<file path="src/inc/dflic_pkg.sv">
/*
 Shared constants for the frame length and output port 0 control block:
 register offsets, field positions, reset values and the address decode.
 Assumes a byte-addressed register port of DFLIC_ADDR_W bits.
*/
package dflic_pkg;

    localparam int unsigned DFLIC_ADDR_W     = 8;
    localparam int unsigned DFLIC_DATA_W     = 32;

    // Register byte offsets
    localparam logic [7:0]  DFLIC_OFF_LEN    = 8'h28;
    localparam logic [7:0]  DFLIC_OFF_CNT    = 8'h2C;
    localparam logic [7:0]  DFLIC_OFF_CTRL0  = 8'h40;

    // Frame length fields
    localparam int unsigned DFLIC_LEN_MSB    = 23;
    localparam int unsigned DFLIC_LEN_LSB    = 3;
    localparam int unsigned DFLIC_LEN_W      = DFLIC_LEN_MSB - DFLIC_LEN_LSB + 1;
    localparam logic [2:0]  DFLIC_LEN_LO_VAL = 3'h0;
    localparam logic [20:0] DFLIC_LEN_RST    = 21'h000000;

    // Change counter
    localparam logic [31:0] DFLIC_CNT_RST    = 32'h00000000;
    localparam logic [31:0] DFLIC_CNT_STEP   = 32'h00000001;

    // Port 0 control fields
    localparam int unsigned DFLIC_DLY_MSB    = 7;
    localparam int unsigned DFLIC_DLY_LSB    = 6;
    localparam int unsigned DFLIC_HPOL_BIT   = 4;
    localparam int unsigned DFLIC_VPOL_BIT   = 3;
    localparam int unsigned DFLIC_SEL_BIT    = 0;
    localparam int unsigned DFLIC_DLY_W      = 2;
    localparam int unsigned DFLIC_DLY_MAX    = 3;
    localparam logic [1:0]  DFLIC_DLY_RST    = 2'h0;
    localparam logic        DFLIC_POL_RST    = 1'h0;
    localparam logic        DFLIC_SEL_RST    = 1'h0;

    localparam logic [31:0] DFLIC_RD_NONE    = 32'h00000000;

    typedef logic [DFLIC_DLY_W-1:0] dflic_delay_type;

    function automatic logic dflic_hit(input logic [7:0] addr, input logic [7:0] off);
        return addr == off;
    endfunction

endpackage

</file>
<file path="src/core/dflic_top.sv">
/*
 Frame length register, base address change counter and output port 0
 control (sync delay, sync polarity, port select with forced blanking).
 Assumes all inputs come from logic on REF_CLK: the register master, the
 controller run flag, the fetch engine and the display timing generator.
*/
// Summary of operation
// RULE1: Length writable bits 23:3, low bits zero
// RULE2: New length applies after current frame fetched
// RULE3: Software sets length as pixels times bytes
// RULE4: Length multiple of eight or twenty-four
// RULE5: Readable 32-bit count of base changes
// RULE6: Counter held zero while controller stopped
// RULE7: Only adopted queued address counts as change
// RULE8: Sync outputs delayed zero to three clocks
// RULE9: Line sync polarity bit, reset active low
// RULE10: Field sync polarity bit, reset active low
// RULE11: Unselected port blanks and idles all outputs
// RULE12: Select bit acts at once, no boundary
// RULE13: Software changes port setup only when stopped
// RULE14: Counter adds one per adoption, wraps
`timescale 1ns/1ns
`default_nettype none
module dflic_top
    import dflic_pkg::*;
#(
    parameter int unsigned PIX_W = 24
)
(
    // Clock and reset
    input  wire logic                    REF_CLK,
    input  wire logic                    RST,
    // Register port
    input  wire logic [DFLIC_ADDR_W-1:0] REG_ADDR,
    input  wire logic [DFLIC_DATA_W-1:0] REG_WDATA,
    input  wire logic                    REG_WR,
    input  wire logic                    REG_RD,
    output logic      [DFLIC_DATA_W-1:0] REG_RDATA,
    // Controller and fetch engine
    input  wire logic                    CONTROLLER_RUN_FLAG,
    input  wire logic                    FETCH_DONE,
    input  wire logic                    BASE_QUEUE_VALID,
    output logic      [DFLIC_LEN_W-1:0]  ACTIVE_LENGTH_UPPER,
    // Timing generator, active high
    input  wire logic                    TIM_HSYNC,
    input  wire logic                    TIM_VSYNC,
    input  wire logic                    TIM_BLANK,
    input  wire logic [PIX_W-1:0]        TIM_PIXEL,
    // Output port 0
    output logic                         PORT0_HSYNC,
    output logic                         PORT0_VSYNC,
    output logic                         PORT0_BLANK,
    output logic      [PIX_W-1:0]        PORT0_PIXEL,
    output logic                         PORT0_CLK_EN
);

    if (PIX_W < 1)
    begin : g_chk
        $error("dflic_top: PIX_W must be at least one");
    end

    // Register decode
    logic wr_len;
    logic wr_cnt;
    logic wr_ctrl;
    logic rd_any;

    assign wr_len  = REG_WR && dflic_hit(REG_ADDR, DFLIC_OFF_LEN);
    assign wr_cnt  = REG_WR && dflic_hit(REG_ADDR, DFLIC_OFF_CNT);
    assign wr_ctrl = REG_WR && dflic_hit(REG_ADDR, DFLIC_OFF_CTRL0);
    assign rd_any  = REG_RD;

    // Frame length
    logic                   stopped;
    logic                   len_apply;
    logic [DFLIC_LEN_W-1:0] len_pend;

    assign stopped   = !CONTROLLER_RUN_FLAG;
    // No frame is in flight while stopped, so a new length may load at once
    assign len_apply = FETCH_DONE || stopped; // RULE2

    dflic_len_shadow u_len
    (
        .clk    (REF_CLK),
        .rst    (RST),
        .wr_en  (wr_len),
        .wr_val (REG_WDATA[DFLIC_LEN_MSB:DFLIC_LEN_LSB]),
        .pend_q (len_pend),
        .apply  (len_apply),
        .act_q  (ACTIVE_LENGTH_UPPER)
    );

    // Base address change counter
    logic [31:0] cnt_q;
    logic [31:0] cnt_d;
    logic        adopt;

    // Reuse of the last address on an empty queue is not a change
    assign adopt = FETCH_DONE && BASE_QUEUE_VALID; // RULE7

    always_comb
    begin
        cnt_d = cnt_q;
        if (stopped)
        begin
            cnt_d = DFLIC_CNT_RST; // RULE6
        end
        else if (adopt)
        begin
            // The hardware count wins over a software write in the same cycle
            cnt_d = cnt_q + DFLIC_CNT_STEP; // RULE14
        end
        else if (wr_cnt)
        begin
            cnt_d = REG_WDATA; // RULE5
        end
    end

    always_ff @(posedge REF_CLK or posedge RST)
    begin
        if (RST)
        begin
            cnt_q <= DFLIC_CNT_RST;
        end
        else
        begin
            cnt_q <= cnt_d;
        end
    end

    // Port 0 control register
    dflic_delay_type dly_q;
    dflic_delay_type dly_d;
    logic            hpol_q;
    logic            hpol_d;
    logic            vpol_q;
    logic            vpol_d;
    logic            sel_q;
    logic            sel_d;

    always_comb
    begin
        dly_d  = dly_q;
        hpol_d = hpol_q;
        vpol_d = vpol_q;
        sel_d  = sel_q;
        if (wr_ctrl)
        begin
            dly_d  = REG_WDATA[DFLIC_DLY_MSB:DFLIC_DLY_LSB]; // RULE8
            hpol_d = REG_WDATA[DFLIC_HPOL_BIT]; // RULE9
            vpol_d = REG_WDATA[DFLIC_VPOL_BIT]; // RULE10
            sel_d  = REG_WDATA[DFLIC_SEL_BIT]; // RULE12
        end
    end

    always_ff @(posedge REF_CLK or posedge RST)
    begin
        if (RST)
        begin
            dly_q  <= DFLIC_DLY_RST;
            hpol_q <= DFLIC_POL_RST;
            vpol_q <= DFLIC_POL_RST;
            sel_q  <= DFLIC_SEL_RST;
        end
        else
        begin
            dly_q  <= dly_d;
            hpol_q <= hpol_d;
            vpol_q <= vpol_d;
            sel_q  <= sel_d;
        end
    end

    // Read data, valid only in the cycle after the strobe
    logic [31:0] rdata_d;

    always_comb
    begin
        rdata_d = DFLIC_RD_NONE;
        if (!rd_any)
        begin
            rdata_d = DFLIC_RD_NONE;
        end
        else if (dflic_hit(REG_ADDR, DFLIC_OFF_LEN))
        begin
            rdata_d[DFLIC_LEN_MSB:DFLIC_LEN_LSB] = len_pend;
            rdata_d[DFLIC_LEN_LSB-1:0]           = DFLIC_LEN_LO_VAL; // RULE1
        end
        else if (dflic_hit(REG_ADDR, DFLIC_OFF_CNT))
        begin
            rdata_d = cnt_q; // RULE5
        end
        else if (dflic_hit(REG_ADDR, DFLIC_OFF_CTRL0))
        begin
            rdata_d[DFLIC_DLY_MSB:DFLIC_DLY_LSB] = dly_q;
            rdata_d[DFLIC_HPOL_BIT]              = hpol_q;
            rdata_d[DFLIC_VPOL_BIT]              = vpol_q;
            rdata_d[DFLIC_SEL_BIT]               = sel_q;
        end
    end

    always_ff @(posedge REF_CLK or posedge RST)
    begin
        if (RST)
        begin
            REG_RDATA <= DFLIC_RD_NONE;
        end
        else
        begin
            REG_RDATA <= rdata_d;
        end
    end

    // Sync delay; data takes one flop, syncs take one plus the field value
    logic [1:0] sync_dly;

    dflic_sync_delay u_dly
    (
        .clk       (REF_CLK),
        .rst       (RST),
        .sync_in   ({TIM_VSYNC, TIM_HSYNC}),
        .delay_sel (dly_q),
        .sync_out  (sync_dly)
    );

    // Output stage; the select is not tied to frame timing
    logic             hs_d;
    logic             vs_d;
    logic             blank_d;
    logic [PIX_W-1:0] pix_d;
    logic             clk_en_d;

    always_comb
    begin
        if (sel_q)
        begin
            hs_d     = hpol_q ? sync_dly[0] : !sync_dly[0]; // RULE9
            vs_d     = vpol_q ? sync_dly[1] : !sync_dly[1]; // RULE10
            blank_d  = TIM_BLANK;
            pix_d    = TIM_PIXEL;
            clk_en_d = 1'b1;
        end
        else
        begin
            // Syncs idle at their inactive level for the programmed polarity
            hs_d     = !hpol_q; // RULE11
            vs_d     = !vpol_q; // RULE11
            blank_d  = 1'b1;
            pix_d    = '0;
            clk_en_d = 1'b0;
        end
    end

    always_ff @(posedge REF_CLK or posedge RST)
    begin
        if (RST)
        begin
            PORT0_HSYNC  <= 1'b1;
            PORT0_VSYNC  <= 1'b1;
            PORT0_BLANK  <= 1'b1;
            PORT0_PIXEL  <= '0;
            PORT0_CLK_EN <= 1'b0;
        end
        else
        begin
            PORT0_HSYNC  <= hs_d;
            PORT0_VSYNC  <= vs_d;
            PORT0_BLANK  <= blank_d;
            PORT0_PIXEL  <= pix_d;
            PORT0_CLK_EN <= clk_en_d;
        end
    end
endmodule // dflic_top
`default_nettype wire

</file>
<file path="src/core/dflic_sync_delay.sv">
/*
 Selectable delay line for the line and field syncs of output port 0.
 Assumes sync inputs and the delay select are on the same clock.
*/
`timescale 1ns/1ns
`default_nettype none
module dflic_sync_delay
    import dflic_pkg::*;
#(
    parameter int unsigned DEPTH = DFLIC_DLY_MAX,
    parameter int unsigned W     = 2
)
(
    // Clock and reset
    input  wire logic                clk,
    input  wire logic                rst,
    // Syncs in and out
    input  wire logic [W-1:0]        sync_in,
    input  wire dflic_delay_type     delay_sel,
    output logic      [W-1:0]        sync_out
);

    if (DEPTH < DFLIC_DLY_MAX || W < 1)
    begin : g_chk
        $error("dflic_sync_delay: DEPTH too small for the delay field");
    end

    logic [W-1:0] stage_q [DEPTH];
    logic [W-1:0] stage_d [DEPTH];

    always_comb
    begin
        stage_d[0] = sync_in;
        for (int i = 1; i < DEPTH; i++)
        begin
            stage_d[i] = stage_q[i-1];
        end
    end

    always_ff @(posedge clk or posedge rst)
    begin
        if (rst)
        begin
            for (int i = 0; i < DEPTH; i++)
            begin
                stage_q[i] <= '0;
            end
        end
        else
        begin
            stage_q <= stage_d;
        end
    end

    // Field value is the number of clocks added
    assign sync_out = (delay_sel == '0) ? sync_in : stage_q[delay_sel - 2'h1]; // RULE8
endmodule // dflic_sync_delay
`default_nettype wire

</file>
<file path="src/core/dflic_len_shadow.sv">
/*
 Frame length holding pair: the value software last wrote and the value
 the fetch logic uses. Assumes apply is a same-clock pulse or level.
*/
`timescale 1ns/1ns
`default_nettype none
module dflic_len_shadow
    import dflic_pkg::*;
(
    // Clock and reset
    input  wire logic                   clk,
    input  wire logic                   rst,
    // Software side
    input  wire logic                   wr_en,
    input  wire logic [DFLIC_LEN_W-1:0] wr_val,
    output logic      [DFLIC_LEN_W-1:0] pend_q,
    // Fetch side
    input  wire logic                   apply,
    output logic      [DFLIC_LEN_W-1:0] act_q
);

    logic [DFLIC_LEN_W-1:0] pend_d;
    logic [DFLIC_LEN_W-1:0] act_d;

    always_comb
    begin
        pend_d = wr_en ? wr_val : pend_q; // RULE1
        // A write in the apply cycle waits for the next boundary
        act_d  = apply ? pend_q : act_q; // RULE2
    end

    always_ff @(posedge clk or posedge rst)
    begin
        if (rst)
        begin
            pend_q <= DFLIC_LEN_RST;
            act_q  <= DFLIC_LEN_RST;
        end
        else
        begin
            pend_q <= pend_d;
            act_q  <= act_d;
        end
    end
endmodule // dflic_len_shadow
`default_nettype wire

</file>
<file path="config.mk">
export PLATFORM = sky130hd
export DESIGN_NAME = dflic_top
export DESIGN_NICKNAME = d
export VERILOG_FILES = /design/src/inc/dflic_pkg.sv /design/src/core/dflic_top.sv /design/src/core/dflic_sync_delay.sv /design/src/core/dflic_len_shadow.sv
export SDC_FILE = /design/constraint.sdc
export NUM_CORES = 1
export LEC_CHECK = 0
export BUFFER_PORTS_ARGS = -buffer_cell sky130_fd_sc_hd__buf_2
export CORE_MARGIN = 5
export CORE_UTILIZATION = 53
export CTS_CLUSTER_SIZE = 12
export DETAILED_ROUTE_END_ITERATION = 10
export HOLD_SLACK_MARGIN = 0.08
export PLACE_DENSITY_LB_ADDON = 0.25
export SLEW_MARGIN = 25
export SYNTH_ARGS = -nofsm -noshare
export SYNTH_HDL_FRONTEND = slang
export SYNTH_SLANG_ARGS = --single-unit
</file>
<file path="constraint.sdc">
create_clock -name REF_CLK -period 7.15 [get_ports REF_CLK]
set_input_delay 2.145 -clock REF_CLK [delete_from_list [all_inputs] [get_ports REF_CLK]]
set_output_delay 2.145 -clock REF_CLK [all_outputs]
set_load 0.02 [all_outputs]
</file>
* Yosys cells after proc, flatten, opt, wreduce, memory -nomap -nowiden
Index checks and enable logic that the tools add are counted.
** Storage, ports and cells
- Word-level logic and storage cells :: 61
- Output and inout port bits :: 81
- Flip-flop bits (word level) :: 145
- Input port bits :: 74
** Operators by class
- Equality and inequality tests :: 4
- Muxes and demuxes :: 26
- Bitwise logic cells :: 1
- $add $sub $neg :: 2
- $lt $le $gt $ge :: 1
- Reduce and logical (&&, ||, !) cells :: 11
** Operators by type and width (count)
- 32-bit 2-to-1 mux :: 4
- 24-bit 2-to-1 mux :: 3
- 32-bit by 1-bit adder with 32-bit output, second input constant :: 1
- 8-bit by 6-bit equality test with 1-bit output, second input constant :: 2
- 2-bit 2-to-1 mux :: 8
- 1-bit 2-to-1 mux :: 9
- 8-bit by 7-bit equality test with 1-bit output, second input constant :: 1
- 8-bit 2-to-1 mux :: 1
- 1-bit logical NOT :: 5
- 2-bit binary-select mux with 2-bit select :: 1
- 1-bit logical AND :: 4
- 3-bit >= comparator, second input constant :: 1
- 3-bit by 1-bit != test with 1-bit output, second input constant :: 1
- 2-bit NOT with 3-bit output :: 1
- 2-bit logical NOT :: 1
- 2-bit by 1-bit subtractor with 2-bit output, second input constant :: 1
- 1-bit logical OR :: 1

* Logic depth before layout (Yosys ltp)
- Word-level depth :: 9
- Gate-level depth with buffers :: 7
- Gate-level depth less buffers :: 6

* Cells and area by module
From an unflattened synthesis, not the netlist that was laid out.
** Second synthesis, totals
- Cell total of the unflattened synthesis :: 527
- Area total of the unflattened synthesis :: 6459.9 sq um
** By module, submodules not included
- dflic_top :: times used 1, sequential area each 2431.1 sq um, area each 4494.3 sq um, cells each 421
- dflic_len_shadow :: times used 1, sequential area each 1051.0 sq um, area each 1722.9 sq um, cells each 89
- dflic_sync_delay :: times used 1, sequential area each 150.1 sq um, area each 242.7 sq um, cells each 17

* Worst setup path before layout
OpenSTA, ideal clock, no wires.
- Path kind :: input to register
- From :: in REG_ADDR[1]
- To :: reg u_len.pend_q[0]
- Setup time :: 0.125 ns
- Setup slack :: 3.457 ns
- Arrival :: 3.568 ns
- Path buffers :: 1
- Stages :: 5
- Data required time :: 7.025 ns
- Cell sequence :: or4_4 -> nor4_4 -> nand2_1 -> buf_2 -> mux2_2
** On the way
- Cells in the longest elaborated chain, start to end :: 2
** RTL lines
- start: declaration :: RTL line dflic_top.sv:34 : input wire logic [DFLIC_ADDR_W-1:0] REG_ADDR,
- 8-bit by 6-bit equality test with 1-bit output :: RTL line dflic_pkg.sv:44 : return addr == off;
- 1-bit logical AND :: RTL line dflic_top.sv:68 : assign wr_len = REG_WR && dflic_hit(REG_ADDR, DFLIC_OFF_LEN);
- end signal: assignment :: RTL line dflic_len_shadow.sv:41 : pend_q <= pend_d;
- end: declaration :: RTL line dflic_len_shadow.sv:16 : output logic [DFLIC_LEN_W-1:0] pend_q,
No other way between the ends.
A chain may end at the register's enable or synchronous reset.

* Worst setup path in the final report
- From :: in REG_ADDR[1]
- To :: reg cnt_q[7]
** On the way
- Cells in the longest elaborated chain, start to end :: 3
** RTL lines
- 8-bit by 6-bit equality test with 1-bit output :: RTL line dflic_pkg.sv:44
- 1-bit logical AND :: RTL line dflic_top.sv:69 : assign wr_cnt = REG_WR && dflic_hit(REG_ADDR, DFLIC_OFF_CNT);
- 3-bit by 1-bit != test with 1-bit output (no line)
- end signal: assignment :: RTL line dflic_top.sv:127 : cnt_q <= cnt_d;
- end: declaration :: RTL line dflic_top.sv:94 : logic [31:0] cnt_q;
No other way between the ends.

==> impl_metrics.env <==
export IMPL_cts_resized=0
export IMPL_p_sw_share_pct=23.8
export IMPL_cts_tree="built"
export IMPL_num_rows=39
export IMPL_endpoint_kind="flip-flop"
export IMPL_place_inst=795
export IMPL_relSlewSlack_pct=29.5
export IMPL_max_freq_mhz=231
export IMPL_globalplace_congestion=0.847
export IMPL_worst_pin_slew_ps=1050
export IMPL_core_region_area_mm2=0.0114
export IMPL_p_leak_nw=3.72
export IMPL_async_flop_share_pct=100
export IMPL_ant_nets=0
export IMPL_first_global_vias=4936
export IMPL_cts_sinks=145
export IMPL_synthCells=525
export IMPL_ys_ff_latch=145
export IMPL_io_buffers=154
export IMPL_clk_latency_ps=410
export IMPL_synth_top_area_share_pct=57.4
export IMPL_finalCritPeriodShare_pct=60.7
export IMPL_initial_core_util_pct=54.2
export IMPL_cap_violations=0
export IMPL_netlist_area_mm2=0.00619
export IMPL_grt_pass1_wl_mm=25.1
export IMPL_h_tree_depth=4
export IMPL_ys_warn_count=0
export IMPL_final_cell_count_no_fill=827
export IMPL_avgSynthCellArea_um2=11.8
export IMPL_synth_edf_count=0
export IMPL_synth_top_cell_by_area="dfrtp_1"
export IMPL_grt_total_usage_pct=22.2
export IMPL_critPathArrivalTime_ps=4640
export IMPL_synth_distinct_cells=54
export IMPL_cts_buffer_depth=2
export IMPL_numCtsBuffers=17
export IMPL_pwr_share_clk_pct=45.3
export IMPL_die_h_um=118
export IMPL_nFillCells=922
export IMPL_peakVddDrop_mv=0.139
export IMPL_grt_max_degree=77
export IMPL_dieArea_mm2=0.0139
export IMPL_drv_slew=0
export IMPL_io_pins=155
export IMPL_hpwl_mm=10.3
export IMPL_finalSetupTns_ps=0
export IMPL_min_path_type="flip-flop to flip-flop"
export IMPL_synth_nets=601
export IMPL_crit_fanout=22
export IMPL_start_kind="input pin"
export IMPL_vias_per_cell=5.86
export IMPL_syn2layout_area_growth_pct=23.0
export IMPL_power_total_mw=1.80
export IMPL_clk_pin_slew_ps=60
export IMPL_ys_flop_type="dfrtp_1"
export IMPL_status="finished, final reports clean"
export IMPL_combPwrFrac_pct=6.8
export IMPL_nets=747
export IMPL_criticalPathCategory="input pin to flip-flop"
export IMPL_cts_root_buf="clkbuf_16"
export IMPL_finalCriticalPeriod_ps=4340
export IMPL_wire_per_inst_um=18.4
export IMPL_p_int_mw=1.37
export IMPL_grt_setup_unrepaired="false"
export IMPL_grt_antenna_before_repair=0
export IMPL_via_count=4846
export IMPL_ys_top_cells_by_area="dfrtp_1, mux2_2, and2_1"
export IMPL_yosysSeqAreaShare_pct=58.7
export IMPL_dr_pass1_iters=6
export IMPL_route_detailed_drc=0
export IMPL_antennaDiodeCount=0
export IMPL_hold_buffers=0
export IMPL_seqPwrFrac_pct=47.9
export IMPL_die_x_um=118
export IMPL_post_cts_buffers=0
export IMPL_fin_skew_ps=6.93
export IMPL_cp_required_ps=7450
export IMPL_utilization_pct=66.6
export IMPL_overflow=0
export IMPL_hold_violations=0
export IMPL_wl_mm=15.2
export IMPL_drtIter0Drc=413
export IMPL_power_density_mw_per_mm2=236
export IMPL_switchingPower_uw=427
export IMPL_finalSetupViolCount=0
export IMPL_layout_drive_gt1_share_pct=36.7
[layer usage]
| layer | vias up | global-route usage, % | share of wire, % |
|---|---|---|---|
| met5 | - | 0 | 0 |
| met4 | 0 | 8.46 | 1.6 |
| met3 | 19 | 5.53 | 7.2 |
| met2 | 231 | 34.7 | 49 |
| met1 | 2376 | 29.9 | 43 |
| li1 | 2220 | - | - |
[worst max-delay path: stages]
cell	delay, ps
buf_2	110
nor4_1	620
nand4_1	990
o221a_2	660
o21a_1	100
[state kept, by name, indices dropped and copies added (netlist names)]
name,count
u_dly.stage_q,2
PORT0_HSYNC,1
u_len.act_q,21
PORT0_VSYNC,1
vpol_q,1
u_dly.stage_d,4
PORT0_CLK_EN,1
dly_q,2
PORT0_PIXEL,24
u_len.pend_q,21
PORT0_BLANK,1
cnt_q,32
REG_RDATA,32
sel_q,1
hpol_q,1
[power groups by stage]
| stage | clock, mW | sequential (mW) | combinational [mW] |
|---|---|---|---|
| 6_report | 0.813 | 0.862 | 0.122 |
| 5_1_grt | 0.868 | 0.865 | 0.135 |
| 4_1_cts | 0.829 | 0.861 | 0.124 |
| 3_5_place_dp | 0 | 0.876 | 0.123 |
| 3_3_place_gp | 0 | 0.875 | 0.120 |
| 2_1_floorplan | 0 | 0.885 | 0.0577 |
[layout by cell type (no fill, tap or decap), types with 17 or more instances in the layout]
cell type  count
a21oi_1       27
a22oi_1       18
and2_1        37
buf_2        154
clkbuf_16     17
dfrtp_1      142
mux2_2        48
nand2_1       29
nand3_1       24
nor2b_1       21
o21ai_0       18
[area by class of cell]
cell class	instances	area (um2)	area share [%]
inverters	8	35.0	0.461
well taps	143	179	2.35
clock buffers	19	433	5.69
multi-input cells	342	2410	31.7
clock inverters	13	116	1.53
repair buffers	157	797	10.5
flip-flops and latches	145	3630	47.7
[Yosys cell counts (3+ instances only)]
library cell / instances
dfrtp_1: 142
mux2_2: 48
and2_1: 38
nand2_1: 29
a21oi_1: 27
nand3_1: 24
clkbuf_1: 23
nor2b_1: 21
a22oi_1: 18
o21ai_0: 18
nor2_1: 16
a31oi_1: 11
nand4_1: 9
nor3_1: 9
inv_1: 7
o211ai_1: 6
a2bb2oi_1: 5
nor4_1: 5
a222oi_1: 4
buf_2: 4
nor4_4: 4
or3_1: 4
or4_1: 4
a211oi_1: 3
a32oi_1: 3
a41oi_1: 3
buf_1: 3
dfstp_2: 3
[metrics by stage]
stage / hold WS [ps] / cell area [um2] / worst slack, ps
6_report: 373 / 7610 / 2810
5_1_grt: 393 / 7610 / 2720
4_1_cts: 374 / 7600 / 2630
3_5_place_dp: 362 / 7050 / 2250
3_3_place_gp: 362 / 7050 / 2380
2_1_floorplan: 353 / 6190 / 1120
[cell families after synthesis]
logic type	count (synthesis)	synth area share [%]
AND/OR/NAND/NOR	172	16.4
flip-flops	145	58.7
adder cells (fa/ha/maj)	2	0.404
XOR/XNOR	2	0.283
buffers and inverters	38	2.39
AO/OA/AOI/OAI	116	12.8
multiplexers	50	9.06
[final timing paths]
path                                            startpoint                         end  slack (ps)  depth (start not counted)
min in group asynchronous                              RST      PORT0_CLK_EN$_DFF_PP0_        1810                          2
worst max register to register       cnt_q[10]$_DFFE_PP0P_       cnt_q[29]$_DFFE_PP0P_        4630                          5
worst min register to register  u_dly.stage_d[2]$_DFF_PP0_  u_dly.stage_d[0]$_DFF_PP0_         370                          0
max in group asynchronous                              RST       cnt_q[13]$_DFFE_PP0P_        4210                          3
worst min-delay path            u_dly.stage_d[2]$_DFF_PP0_  u_dly.stage_d[0]$_DFF_PP0_         370                          0
worst max-delay path                           REG_ADDR[1]        cnt_q[7]$_DFFE_PP0P_        2810                          5
Note: power is estimated with default switching activity, not from simulation.
